<file path="config.mk">
export PLATFORM = sky130hd
export DESIGN_NAME = clock_gen_regs
export DESIGN_NICKNAME = d
export VERILOG_FILES = /design/src/clock_gen_pkg.sv /design/src/clock_gen_regs.sv
export SDC_FILE = /design/constraint.sdc
export NUM_CORES = 1
export LEC_CHECK = 0
export ABC_AREA = 1
export BUFFER_PORTS_ARGS = -buffer_cell sky130_fd_sc_hd__buf_4
export CAP_MARGIN = 10
export CORE_MARGIN = 8
export CORE_UTILIZATION = 35
export DETAILED_ROUTE_END_ITERATION = 10
export GPL_ROUTABILITY_DRIVEN = 0
export PLACE_DENSITY_LB_ADDON = 0.25
export SLEW_MARGIN = 20
export SYNTH_ARGS = -nofsm -noshare
export SYNTH_HDL_FRONTEND = slang
export SYNTH_SLANG_ARGS = --single-unit
</file>
<file path="constraint.sdc">
create_clock -name sys_clk -period 1.6 [get_ports sys_clk]
set_input_delay 0.16 -clock sys_clk [delete_from_list [all_inputs] [get_ports sys_clk]]
set_output_delay 0.16 -clock sys_clk [all_outputs]
set_load 0.1 [all_outputs]
</file>
<file path="src/clock_gen_pkg.sv">
// constants shared by the clock generator register block
// assumes a 32-bit classic wishbone slave on sys_clk
package clock_gen_pkg;

    // register byte addresses, one aligned word each
    localparam logic [4:0] ADDR_LOOP_CONTROL = 5'h00;
    localparam logic [4:0] ADDR_BANDWIDTH_MODE = 5'h04;
    localparam logic [4:0] ADDR_FACTOR_HIGH = 5'h08;
    localparam logic [4:0] ADDR_FACTOR_LOW = 5'h0c;
    localparam logic [4:0] ADDR_RANGE_SEL = 5'h10;
    localparam logic [4:0] ADDR_REF_DIV_SEL = 5'h14;

    // loop_control bit positions
    localparam int IE_BIT = 7;
    localparam int FLAG_BIT = 6;
    localparam int ON_BIT = 5;
    localparam int BCS_BIT = 4;
    localparam int PRE_LSB = 2;
    localparam int EXP_LSB = 0;

    // bandwidth_mode_control bit positions
    localparam int AUTO_BIT = 7;
    localparam int LOCK_BIT = 6;
    localparam int TRACK_BIT = 5;

    // reset values, then the zero and one values used by the substitution and range checks
    localparam logic [11:0] FACTOR_RESET = 12'h040;
    localparam logic [7:0] RANGE_RESET = 8'h40;
    localparam logic [3:0] REF_DIV_RESET = 4'h1;
    localparam logic [11:0] FACTOR_ZERO = 12'h000;
    localparam logic [11:0] FACTOR_ONE = 12'h001;
    localparam logic [3:0] REF_DIV_ZERO = 4'h0;
    localparam logic [3:0] REF_DIV_ONE = 4'h1;
    localparam logic [7:0] RANGE_ZERO = 8'h00;

    // source edges waited on each side of a switchover
    localparam logic [1:0] SWITCH_EDGES = 2'h3;

    typedef enum logic [2:0] {
        SEL_RUN = 3'b001,
        SEL_DRAIN = 3'b010,
        SEL_FILL = 3'b100
    } sel_state_t;

endpackage : clock_gen_pkg

</file>
<file path="src/clock_gen_regs.sv">
// register file, lock flag logic and base clock selector of the clock generator
// assumes osc_clock, vco_clock, lock_status and track_status are sampled on sys_clk,
// which must run well above both source clocks
//
// Our own choices: the address map and the Wishbone register port.
`timescale 1ns/1ps

// Summary of operation
// lock_irq_enable ignores writes and reads 0 in manual mode; reset clears it.
// every lock indicator toggle sets lock_change_flag; with enable, raises lock_irq.
// lock_change_flag reads 0 in manual mode, so no interrupt then.
// any loop_control read clears lock_change_flag; reset clears it too; here a lock toggle in the same cycle as the read keeps it set.
// loop_power_on cannot be cleared while base_clock_select is 1.
// reset sets loop_power_on so the loop settles during power-up.
// base_clock_select cannot be set while loop_power_on is 0; reset clears it.
// after select change the base clock holds static over three old, three new edges.
// base clock is selected source halved, 50 percent duty; 1 picks divided VCO.
// prescaler field writable only with loop off; reset 0; multiplier two to P.
// VCO exponent field writable only with loop off; reset 0; software avoids 3.
// auto bit: 1 automatic, 0 manual bandwidth control; reset manual.
// lock indicator read-only, follows lock in automatic mode, reads 0 in manual.
// software always writes 0 to the lock indicator position.
// track bit is status in automatic mode, writable loop mode control in manual.
// manual track value is kept through automatic mode; reset means acquisition.
// twelve-bit feedback factor resets to 0x040; zero acts as one.
// feedback factor registers ignore writes while loop_power_on is 1.
// VCO linear range writable only with loop off; resets to 0x40.
// linear range zero disables loop, clears and blocks base_clock_select.
// four-bit reference divider writable only with loop off; reset 1; zero acts as one.
// one write cannot both toggle the loop and switch to or from divided VCO; here a write of ON 0, BCS 1 with the loop on does both.
// divided VCO clock is VCO over two to P; bus clock quarter of source.
// lock indicator comes from lock_status, synchronised before toggle detection.
module clock_gen_regs #(
    parameter int FACTOR_W = 12,
    parameter int REF_DIV_W = 4
) (
    input wire logic sys_clk,
    input wire logic rstn,
    input wire logic wb_cyc_i,
    input wire logic wb_stb_i,
    input wire logic wb_we_i,
    input wire logic [4:0] wb_adr_i,
    input wire logic [3:0] wb_sel_i,
    input wire logic [31:0] wb_dat_i,
    output logic [31:0] wb_dat_o,
    output logic wb_ack_o,
    input wire logic osc_clock,
    input wire logic vco_clock,
    input wire logic lock_status,
    input wire logic track_status,
    output logic lock_irq,
    output logic base_clock_out,
    output logic bus_clock_out,
    output logic divided_vco_clock,
    output logic loop_enable,
    output logic track_mode,
    output logic [1:0] vco_divider_power,
    output logic [1:0] vco_band_exponent,
    output logic [FACTOR_W-1:0] feedback_factor_eff,
    output logic [7:0] vco_linear_range,
    output logic [REF_DIV_W-1:0] ref_divide_eff
);

    initial
    begin
        if (FACTOR_W != 12 || REF_DIV_W != 4)
            $error("clock_gen_regs: field widths are fixed by the register layout");
    end

    logic lock_irq_enable;
    logic lock_change_flag;
    logic loop_power_on;
    logic base_clock_select;
    logic auto_mode;
    logic track_manual;
    logic [FACTOR_W-1:0] feedback_factor;
    logic [REF_DIV_W-1:0] ref_divide_factor;
    logic lock_meta;
    logic lock_sync;
    logic lock_prev;
    logic track_meta;
    logic track_sync;
    logic lock_toggle;
    logic lock_indicator;
    logic access;
    logic wr;
    logic rd_loop_control;
    logic wr_loop_control;
    logic range_zero;
    logic next_on;
    logic next_bcs;
    logic [31:0] next_dat;
    logic [2:0] vco_count;
    logic vco_prev;
    logic osc_prev;
    logic div_prev;
    logic next_divided;
    logic osc_rise;
    logic div_rise;
    logic active_sel;
    logic [1:0] edge_count;
    logic old_rise;
    logic new_rise;
    logic base_prev;
    clock_gen_pkg::sel_state_t sel_state;

    function automatic logic [31:0] zero_ext8(input logic [7:0] v);
        zero_ext8 = {24'h00_0000, v};
    endfunction : zero_ext8

    // bus decode; ack registered so writes land on the edge before the master sees ack
    assign access = wb_cyc_i && wb_stb_i && !wb_ack_o;
    assign wr = access && wb_we_i && wb_sel_i[0];
    assign rd_loop_control = access && !wb_we_i && wb_adr_i == clock_gen_pkg::ADDR_LOOP_CONTROL;
    assign wr_loop_control = wr && wb_adr_i == clock_gen_pkg::ADDR_LOOP_CONTROL;
    assign range_zero = vco_linear_range == clock_gen_pkg::RANGE_ZERO;

    always_ff @(posedge sys_clk)
    begin
        if (!rstn)
            wb_ack_o <= 1'b0;
        else
            wb_ack_o <= access;
    end

    // lock and track status synchronisers
    always_ff @(posedge sys_clk)
    begin
        if (!rstn)
        begin
            lock_meta <= 1'b0;
            lock_sync <= 1'b0;
            lock_prev <= 1'b0;
            track_meta <= 1'b0;
            track_sync <= 1'b0;
        end
        else
        begin
            lock_meta <= lock_status;
            lock_sync <= lock_meta;
            lock_prev <= lock_indicator;
            track_meta <= track_status;
            track_sync <= track_meta;
        end
    end

    assign lock_indicator = auto_mode && lock_sync;
    assign lock_toggle = lock_indicator != lock_prev;
    assign track_mode = auto_mode ? track_sync : track_manual;

    // flag: a toggle in the same cycle as a clearing read wins
    always_ff @(posedge sys_clk)
    begin
        if (!rstn)
            lock_change_flag <= 1'b0;
        else if (lock_toggle)
            lock_change_flag <= 1'b1;
        else if (rd_loop_control)
            lock_change_flag <= 1'b0;
    end

    assign lock_irq = lock_change_flag && lock_irq_enable && auto_mode;

    always_ff @(posedge sys_clk)
    begin
        if (!rstn)
            lock_irq_enable <= 1'b0;
        else if (wr_loop_control && auto_mode)
            lock_irq_enable <= wb_dat_i[clock_gen_pkg::IE_BIT];
    end

    // loop on / base select interlock
    always_comb
    begin
        next_on = loop_power_on;
        next_bcs = base_clock_select;
        if (wr_loop_control)
        begin
            // current select blocks clearing the loop, current loop blocks setting select,
            // yet a write of ON 0 and BCS 1 with the loop on and select 0 turns both over together
            next_on = wb_dat_i[clock_gen_pkg::ON_BIT] || base_clock_select;
            next_bcs = wb_dat_i[clock_gen_pkg::BCS_BIT] && loop_power_on;
        end
        if (range_zero)
            next_bcs = 1'b0;
    end

    always_ff @(posedge sys_clk)
    begin
        if (!rstn)
        begin
            loop_power_on <= 1'b1;
            base_clock_select <= 1'b0;
        end
        else
        begin
            loop_power_on <= next_on;
            base_clock_select <= next_bcs;
        end
    end

    assign loop_enable = loop_power_on && !range_zero;

    // fields frozen while the loop runs
    always_ff @(posedge sys_clk)
    begin
        if (!rstn)
        begin
            vco_divider_power <= 2'h0;
            vco_band_exponent <= 2'h0;
        end
        else if (wr_loop_control && !loop_power_on)
        begin
            vco_divider_power <= wb_dat_i[clock_gen_pkg::PRE_LSB +: 2];
            vco_band_exponent <= wb_dat_i[clock_gen_pkg::EXP_LSB +: 2];
        end
    end

    always_ff @(posedge sys_clk)
    begin
        if (!rstn)
        begin
            feedback_factor <= clock_gen_pkg::FACTOR_RESET;
            vco_linear_range <= clock_gen_pkg::RANGE_RESET;
            ref_divide_factor <= clock_gen_pkg::REF_DIV_RESET;
        end
        else if (wr && !loop_power_on)
        begin
            case (wb_adr_i)
                clock_gen_pkg::ADDR_FACTOR_HIGH:
                    feedback_factor[11:8] <= wb_dat_i[3:0];
                clock_gen_pkg::ADDR_FACTOR_LOW:
                    feedback_factor[7:0] <= wb_dat_i[7:0];
                clock_gen_pkg::ADDR_RANGE_SEL:
                    vco_linear_range <= wb_dat_i[7:0];
                clock_gen_pkg::ADDR_REF_DIV_SEL:
                    ref_divide_factor <= wb_dat_i[3:0];
                default:
                    ;
            endcase
        end
    end

    assign feedback_factor_eff = (feedback_factor == clock_gen_pkg::FACTOR_ZERO) ?
        clock_gen_pkg::FACTOR_ONE : feedback_factor;
    assign ref_divide_eff = (ref_divide_factor == clock_gen_pkg::REF_DIV_ZERO) ?
        clock_gen_pkg::REF_DIV_ONE : ref_divide_factor;

    // bandwidth control; the manual track value survives automatic mode untouched
    always_ff @(posedge sys_clk)
    begin
        if (!rstn)
        begin
            auto_mode <= 1'b0;
            track_manual <= 1'b0;
        end
        else if (wr && wb_adr_i == clock_gen_pkg::ADDR_BANDWIDTH_MODE)
        begin
            auto_mode <= wb_dat_i[clock_gen_pkg::AUTO_BIT];
            if (!auto_mode)
                track_manual <= wb_dat_i[clock_gen_pkg::TRACK_BIT];
        end
    end

    // read mux; unmapped addresses read zero
    always_comb
    begin
        next_dat = 32'h0000_0000;
        case (wb_adr_i)
            clock_gen_pkg::ADDR_LOOP_CONTROL:
                next_dat = zero_ext8({lock_irq_enable && auto_mode, lock_change_flag && auto_mode,
                    loop_power_on, base_clock_select, vco_divider_power, vco_band_exponent});
            clock_gen_pkg::ADDR_BANDWIDTH_MODE:
                next_dat = zero_ext8({auto_mode, lock_indicator, track_mode, 5'h00});
            clock_gen_pkg::ADDR_FACTOR_HIGH:
                next_dat = zero_ext8({4'h0, feedback_factor[11:8]});
            clock_gen_pkg::ADDR_FACTOR_LOW:
                next_dat = zero_ext8(feedback_factor[7:0]);
            clock_gen_pkg::ADDR_RANGE_SEL:
                next_dat = zero_ext8(vco_linear_range);
            clock_gen_pkg::ADDR_REF_DIV_SEL:
                next_dat = zero_ext8({4'h0, ref_divide_factor});
            default:
                next_dat = 32'h0000_0000;
        endcase
    end

    always_ff @(posedge sys_clk)
    begin
        if (!rstn)
            wb_dat_o <= 32'h0000_0000;
        else if (access && !wb_we_i)
            wb_dat_o <= next_dat;
    end

    // vco prescaler, stopped with the loop
    always_ff @(posedge sys_clk)
    begin
        if (!rstn)
        begin
            vco_prev <= 1'b0;
            vco_count <= 3'h0;
        end
        else
        begin
            vco_prev <= vco_clock && loop_enable;
            if (vco_clock && loop_enable && !vco_prev)
                vco_count <= vco_count + 3'h1;
        end
    end

    always_comb
    begin
        case (vco_divider_power)
            2'h0: next_divided = vco_clock && loop_enable;
            2'h1: next_divided = vco_count[0];
            2'h2: next_divided = vco_count[1];
            default: next_divided = vco_count[2];
        endcase
        // a stopped loop must not leave a frozen high count bit on the output
        if (!loop_enable)
            next_divided = 1'b0;
    end

    always_ff @(posedge sys_clk)
    begin
        if (!rstn)
        begin
            divided_vco_clock <= 1'b0;
            osc_prev <= 1'b0;
            div_prev <= 1'b0;
        end
        else
        begin
            divided_vco_clock <= next_divided;
            osc_prev <= osc_clock;
            div_prev <= divided_vco_clock;
        end
    end

    assign osc_rise = osc_clock && !osc_prev;
    // a stopped loop counts as ticking, so a switch away from it cannot stall forever
    assign div_rise = (divided_vco_clock && !div_prev) || !loop_enable;
    assign old_rise = active_sel ? div_rise : osc_rise;
    assign new_rise = active_sel ? osc_rise : div_rise;

    // switchover: output frozen while old source drains and new source fills
    always_ff @(posedge sys_clk)
    begin
        if (!rstn)
        begin
            sel_state <= clock_gen_pkg::SEL_RUN;
            active_sel <= 1'b0;
            edge_count <= 2'h0;
        end
        else
        begin
            case (sel_state)
                clock_gen_pkg::SEL_RUN:
                    if (base_clock_select != active_sel)
                    begin
                        sel_state <= clock_gen_pkg::SEL_DRAIN;
                        edge_count <= 2'h0;
                    end
                clock_gen_pkg::SEL_DRAIN:
                    if (old_rise)
                    begin
                        if (edge_count == clock_gen_pkg::SWITCH_EDGES - 2'h1)
                        begin
                            sel_state <= clock_gen_pkg::SEL_FILL;
                            edge_count <= 2'h0;
                        end
                        else
                            edge_count <= edge_count + 2'h1;
                    end
                clock_gen_pkg::SEL_FILL:
                    if (new_rise)
                    begin
                        if (edge_count == clock_gen_pkg::SWITCH_EDGES - 2'h1)
                        begin
                            sel_state <= clock_gen_pkg::SEL_RUN;
                            active_sel <= !active_sel;
                            edge_count <= 2'h0;
                        end
                        else
                            edge_count <= edge_count + 2'h1;
                    end
                default:
                    sel_state <= clock_gen_pkg::SEL_RUN;
            endcase
        end
    end

    // halving on rising edges gives 50 percent duty whatever the source duty
    always_ff @(posedge sys_clk)
    begin
        if (!rstn)
        begin
            base_clock_out <= 1'b0;
            base_prev <= 1'b0;
            bus_clock_out <= 1'b0;
        end
        else
        begin
            if (sel_state == clock_gen_pkg::SEL_RUN && base_clock_select == active_sel && old_rise)
                base_clock_out <= !base_clock_out;
            base_prev <= base_clock_out;
            if (base_clock_out && !base_prev)
                bus_clock_out <= !bus_clock_out;
        end
    end
endmodule : clock_gen_regs

</file>
# Word-level counts from Yosys, hierarchy flattened
# Cells that the tools add are included.
[totals]
reg_bits = 88
input_bits = 50
output_inout_bits = 67
elab_cells = 129
[op_classes]
n_addsub = 2
n_eq_ne = 19
n_mux = 20
n_bitwise = 2
reduce_logical = 56
[op_table]
columns = ["operator", "n"]
rows = [
  ["one-hot mux 8 bit (6 select lines)", 1],
  ["logical AND 1 bit", 25],
  ["2-to-1 mux 3 bit", 5],
  ["logical NOT 1 bit", 12],
  ["logical NOT 12 bit", 1],
  ["2-to-1 mux 12 bit", 1],
  ["AND reduction 2 bit", 6],
  ["== test 5 x 4 -> 1 bit, second input constant", 2],
  ["== test 5 bit, second input constant", 2],
  ["inequality test 2 bit, second input constant", 5],
  ["one-hot mux 3 bit (3 select lines)", 1],
  ["logical NOT 8 bit", 1],
  ["2-to-1 mux 2 bit", 4],
  ["one-hot mux 2 bit (3 select lines)", 1],
  ["== test 5 x 3 -> 1 bit, second input constant", 1],
  ["logical NOT 5 bit", 1],
  ["2-to-1 mux 1 bit", 5],
  ["AND reduction 5 bit", 1],
  ["== test 2 bit, second input constant", 2],
  ["logical NOT 4 bit", 1],
  ["2-to-1 mux 4 bit", 1],
  ["AND reduction 4 bit", 1],
  ["adder 3 x 1 -> 3 bit, second input constant", 1],
  ["== test 3 x 1 -> 1 bit, second input constant", 1],
  ["14 further kinds", 17],
]

# Logic depth before layout (Yosys ltp)
[logic_depth]
word_depth = 8
mapped_depth = 11
ltp_nobuf = 11

# Least setup slack after synthesis
# No wires, ideal clock.
[synth_timing]
path_kind = "register to output"
from = "register ref_divide_factor[1]"
to = "output port ref_divide_eff[0]"
arrival_time_ps = 2578
t_required_ps = 1440
slack_ps = -1138
path_stages_with_launch = 2
n_path_buf = 0
path_cell_list = "dfxtp_1 o31ai_1"
[synth_between]
elab_chain_cells = 2
[synth_rtl]
columns = ["element", "line_no", "rtl"]
rows = [
  ["start: declaration", "clock_gen_regs.sv:77", "logic [REF_DIV_W-1:0] ref_divide_factor;"],
  ["start signal: assignment", "clock_gen_regs.sv:225", "ref_divide_factor <= clock_gen_pkg::REF_DIV_RESET;"],
  ["start signal: assignment", "clock_gen_regs.sv:237", "ref_divide_factor <= wb_dat_i[3:0];"],
  ["logical NOT 4 bit", "clock_gen_regs.sv:246", "assign ref_divide_eff = (ref_divide_factor == clock_gen_pkg::REF_DIV_ZERO) ?"],
  ["2-to-1 mux 4 bit", "clock_gen_regs.sv:246", ""],
  ["end: declaration", "clock_gen_regs.sv:61", "output logic [REF_DIV_W-1:0] ref_divide_eff"],
]
# No other way between the ends.

# Worst setup path after layout
[layout_timing]
from = "register feedback_factor[1]"
to = "output port feedback_factor_eff[0]"
[layout_between]
elab_chain_cells = 2
[layout_rtl]
columns = ["element", "line_no", "rtl"]
rows = [
  ["start: declaration", "clock_gen_regs.sv:76", "logic [FACTOR_W-1:0] feedback_factor;"],
  ["start signal: assignment", "clock_gen_regs.sv:223", "feedback_factor <= clock_gen_pkg::FACTOR_RESET;"],
  ["start signal: assignment", "clock_gen_regs.sv:233", "feedback_factor[7:0] <= wb_dat_i[7:0];"],
  ["logical NOT 12 bit", "clock_gen_regs.sv:244", "assign feedback_factor_eff = (feedback_factor == clock_gen_pkg::FACTOR_ZERO) ?"],
  ["2-to-1 mux 12 bit", "clock_gen_regs.sv:244", ""],
  ["end: declaration", "clock_gen_regs.sv:59", "output logic [FACTOR_W-1:0] feedback_factor_eff,"],
]
# No other way between the ends.

==> results.py <==
metrics = {
    "run_status": {
        "status": "finished, final reports clean",
    },
    "critical_path": {
        "arrival_ns": 1.40,
        "crit_type": "reg -> out",
        "worstPathMaxFanout": 4,
        "endpoint_kind": "output port",
        "cp.required_ns": 1.44,
        "critPathLaunchType": "flop",
    },
    "logic_synthesis": {
        "ys_ff_latch": 64,
        "netlist_instances": 435,
        "syn_area_mm2": 0.00320,
        "synthArstFlopShare_pct": 0,
        "ys_types": 41,
        "synth_edf_count": 0,
        "synth-main-ff-cell": "dfxtp_1",
        "synth_area_per_cell_um2": 7.36,
        "ys_seq_area_share_pct": 40.0,
        "ys_warn_count": 0,
    },
    "timing": {
        "post-route-period-util_pct": 97.8,
        "slew_violations": 0,
        "fin_setup_tns_ns": 0,
        "setup_violations": 0,
        "fin_skew_ns": 0.00489,
        "min_period_ns": 1.56,
        "max_freq_mhz": 639,
        "final-hold-violation-count": 0,
    },
    "pwr": {
        "ir_drop_uv": 351,
        "leakagePower_nw": 1.80,
        "powerDensity_mw_per_mm2": 970,
    },
    "detailed_routing": {
        "wl_per_cell_um": 14.0,
        "vias": 2947,
        "dr.first_iter.drc_count": 153,
        "drt-total-wl_mm": 8.69,
        "via_per_inst": 4.74,
        "route.detailed.drc": 0,
        "antenna_left": 0,
        "dr.pass1.iters": 4,
    },
    "grt": {
        "grt_usage_pct": 14.0,
        "overflow": 0,
        "grt_pass1_wl_mm": 14.1,
        "grt_max_degree": 25,
        "grt_pass1_vias": 2856,
        "antenna_found_initial": 0,
    },
    "layout": {
        "nNetsFinal": 558,
        "instances_no_fill": 622,
        "multi_input_area_mm2": 0.00159,
        "area.growth.synth_to_final_pct": 30.0,
        "nFillCells": 923,
        "diodes": 0,
        "drive_above_1_share_pct": 35.0,
        "regArea_mm2": 0.00132,
    },
    "clock_network": {
        "cts_tree": "built",
        "insertion_delay_ns": 0.34,
        "clk_path_buf_depth": 2,
        "cts_buffers": 9,
        "cts.sinks": 64,
        "clk_pin_slew_ns": 0.07,
        "h-tree-depth": 3,
        "cts_root_buffer": "clkbuf_8",
    },
    "floorplanning": {
        "die-area_mm2": 0.0125,
        "core-area_mm2": 0.00906,
        "rows": 35,
        "ios": 117,
        "start_util_pct": 35.3,
        "die_w_um": 112,
        "die_y_um": 112,
    },
    "placed_design": {
        "placed_cells": 591,
        "port-buffer-count": 65,
        "dp_hpwl_mm": 6.52,
    },
    "job": {
        "drv_cap": 0,
    },
    "min_path": {
        "hold_class": "in -> reg",
    },
}
-- state kept, by name (all words and copies together), names as in the netlist, 2 cells and up --
name               flops
vco_band_exponent      2
sel_state              3
vco_divider_power      2
feedback_factor       12
wb_dat_o               8
ref_divide_factor      4
vco_count              3
vco_linear_range       8
edge_count             2
-- critical path, cell delays in order, from the launching register on --
cell and delay (ns):
dfxtp_1 0.36, nor4_2 0.30, a31o_2 0.23, buf_12 0.18
-- cell type report --
class,instances,area share [%]
multi-input combinational,279,38.1
sequential,64,31.6
timing repair buffer,84,16.0
inverter,69,6.73
clock buffer,15,4.24
tap,111,3.33
-- synthesized netlist by cell type, drive strengths merged, types with 3 or more instances --
cell / n / area (um2)
buf: 28 / 211
a21oi: 45 / 233
o22ai: 7 / 43.8
nor3: 3 / 20.0
nand2: 70 / 273
nand3: 18 / 148
clkbuf: 18 / 67.6
nand4: 5 / 31.3
o221ai: 3 / 26.3
dfxtp: 64 / 1280
inv: 68 / 260
o21ai: 44 / 224
nor2: 45 / 246
-- what timing repair did --
item	4_1_cts	5_1_grt
resized for setup	13	25
buffers inserted	4	10
hold buffers	2	0
endpoints found under the hold margin	2	0
setup endpoints to repair	2	9
pin swaps	5	10
-- stage by stage --
stage	util (%)	area, um2	power (mW)	setup slack (ns)	hold slack, ns
after floorplan	-	3350	2.61	-0.0686	0.253
after global placement	41.0	3720	2.74	0.116	0.346
after detailed placement	41.0	3720	2.75	0.0808	0.349
after CTS	44.0	3990	4.02	0.000336	0.00780
after global routing	45.9	4170	4.26	-0.0200	0.0266
final	45.9	4170	4.04	0.0358	0.0215
-- report_power, final --
group / total, mW / switching (mW) / leakage [nW] / internal, mW
combinational: 1.07 / 0.781 / 1.18 / 0.288
clock: 1.27 / 0.584 / 0.0898 / 0.684
sequential: 1.70 / 0.0498 / 0.526 / 1.65
-- placed cells by master, fill, tap and decap left out, drive strengths merged --
cell          n
buf          82
nand2        70
inv          67
dfxtp        64
a21oi        45
nor2         45
o21ai        44
conb         24
nand3        18
clkbuf       15
o22ai         7
nand4         5
o221ai        3
nor3          3
xor2          2
dlygate4sd3   2
o31ai         2
nor4          2
a31o          1
clkinvlp      1
clkinv        1
a31oi         1
a21boi        1
a221oi        1
a211oi        1
nand3b        1
or2           1
o211ai        1
ha            1
-- path summary, 6_finish.rpt --
kind	from	endpoint	slack [ns]	cells past startpoint
max	feedback_factor[1]	feedback_factor_eff[0]	0.04	3
min	osc_clock	osc_prev	0.02	3
max reg2reg	vco_linear_range[3]	sel_state[2]	0.10	11
min reg2reg	track_meta	track_sync	0.41	2
-- logic make-up (layout without fill, tap and decap cells) --
family / Yosys count / after routing / share of synthesized area, %
xor+xnor: 2 / 2 / 0.547
fa+ha+maj: 1 / 1 / 0.391
other cells: 1 / 24 / 0.117
buf+inv: 115 / 168 / 17.0
simple gates: 145 / 145 / 23.6
compound gates: 107 / 107 / 18.4
flops: 64 / 64 / 40.0
-- per-layer routing --
layer	GRT usage, %	vias to the layer above	wire, um
met4	6.29	0	191
met1	17.0	1354	3790
met2	22.3	86	4120
met3	4.22	16	589
met5	0	-	0
li1	-	1491	-
(Power assumes the default switching activity.)
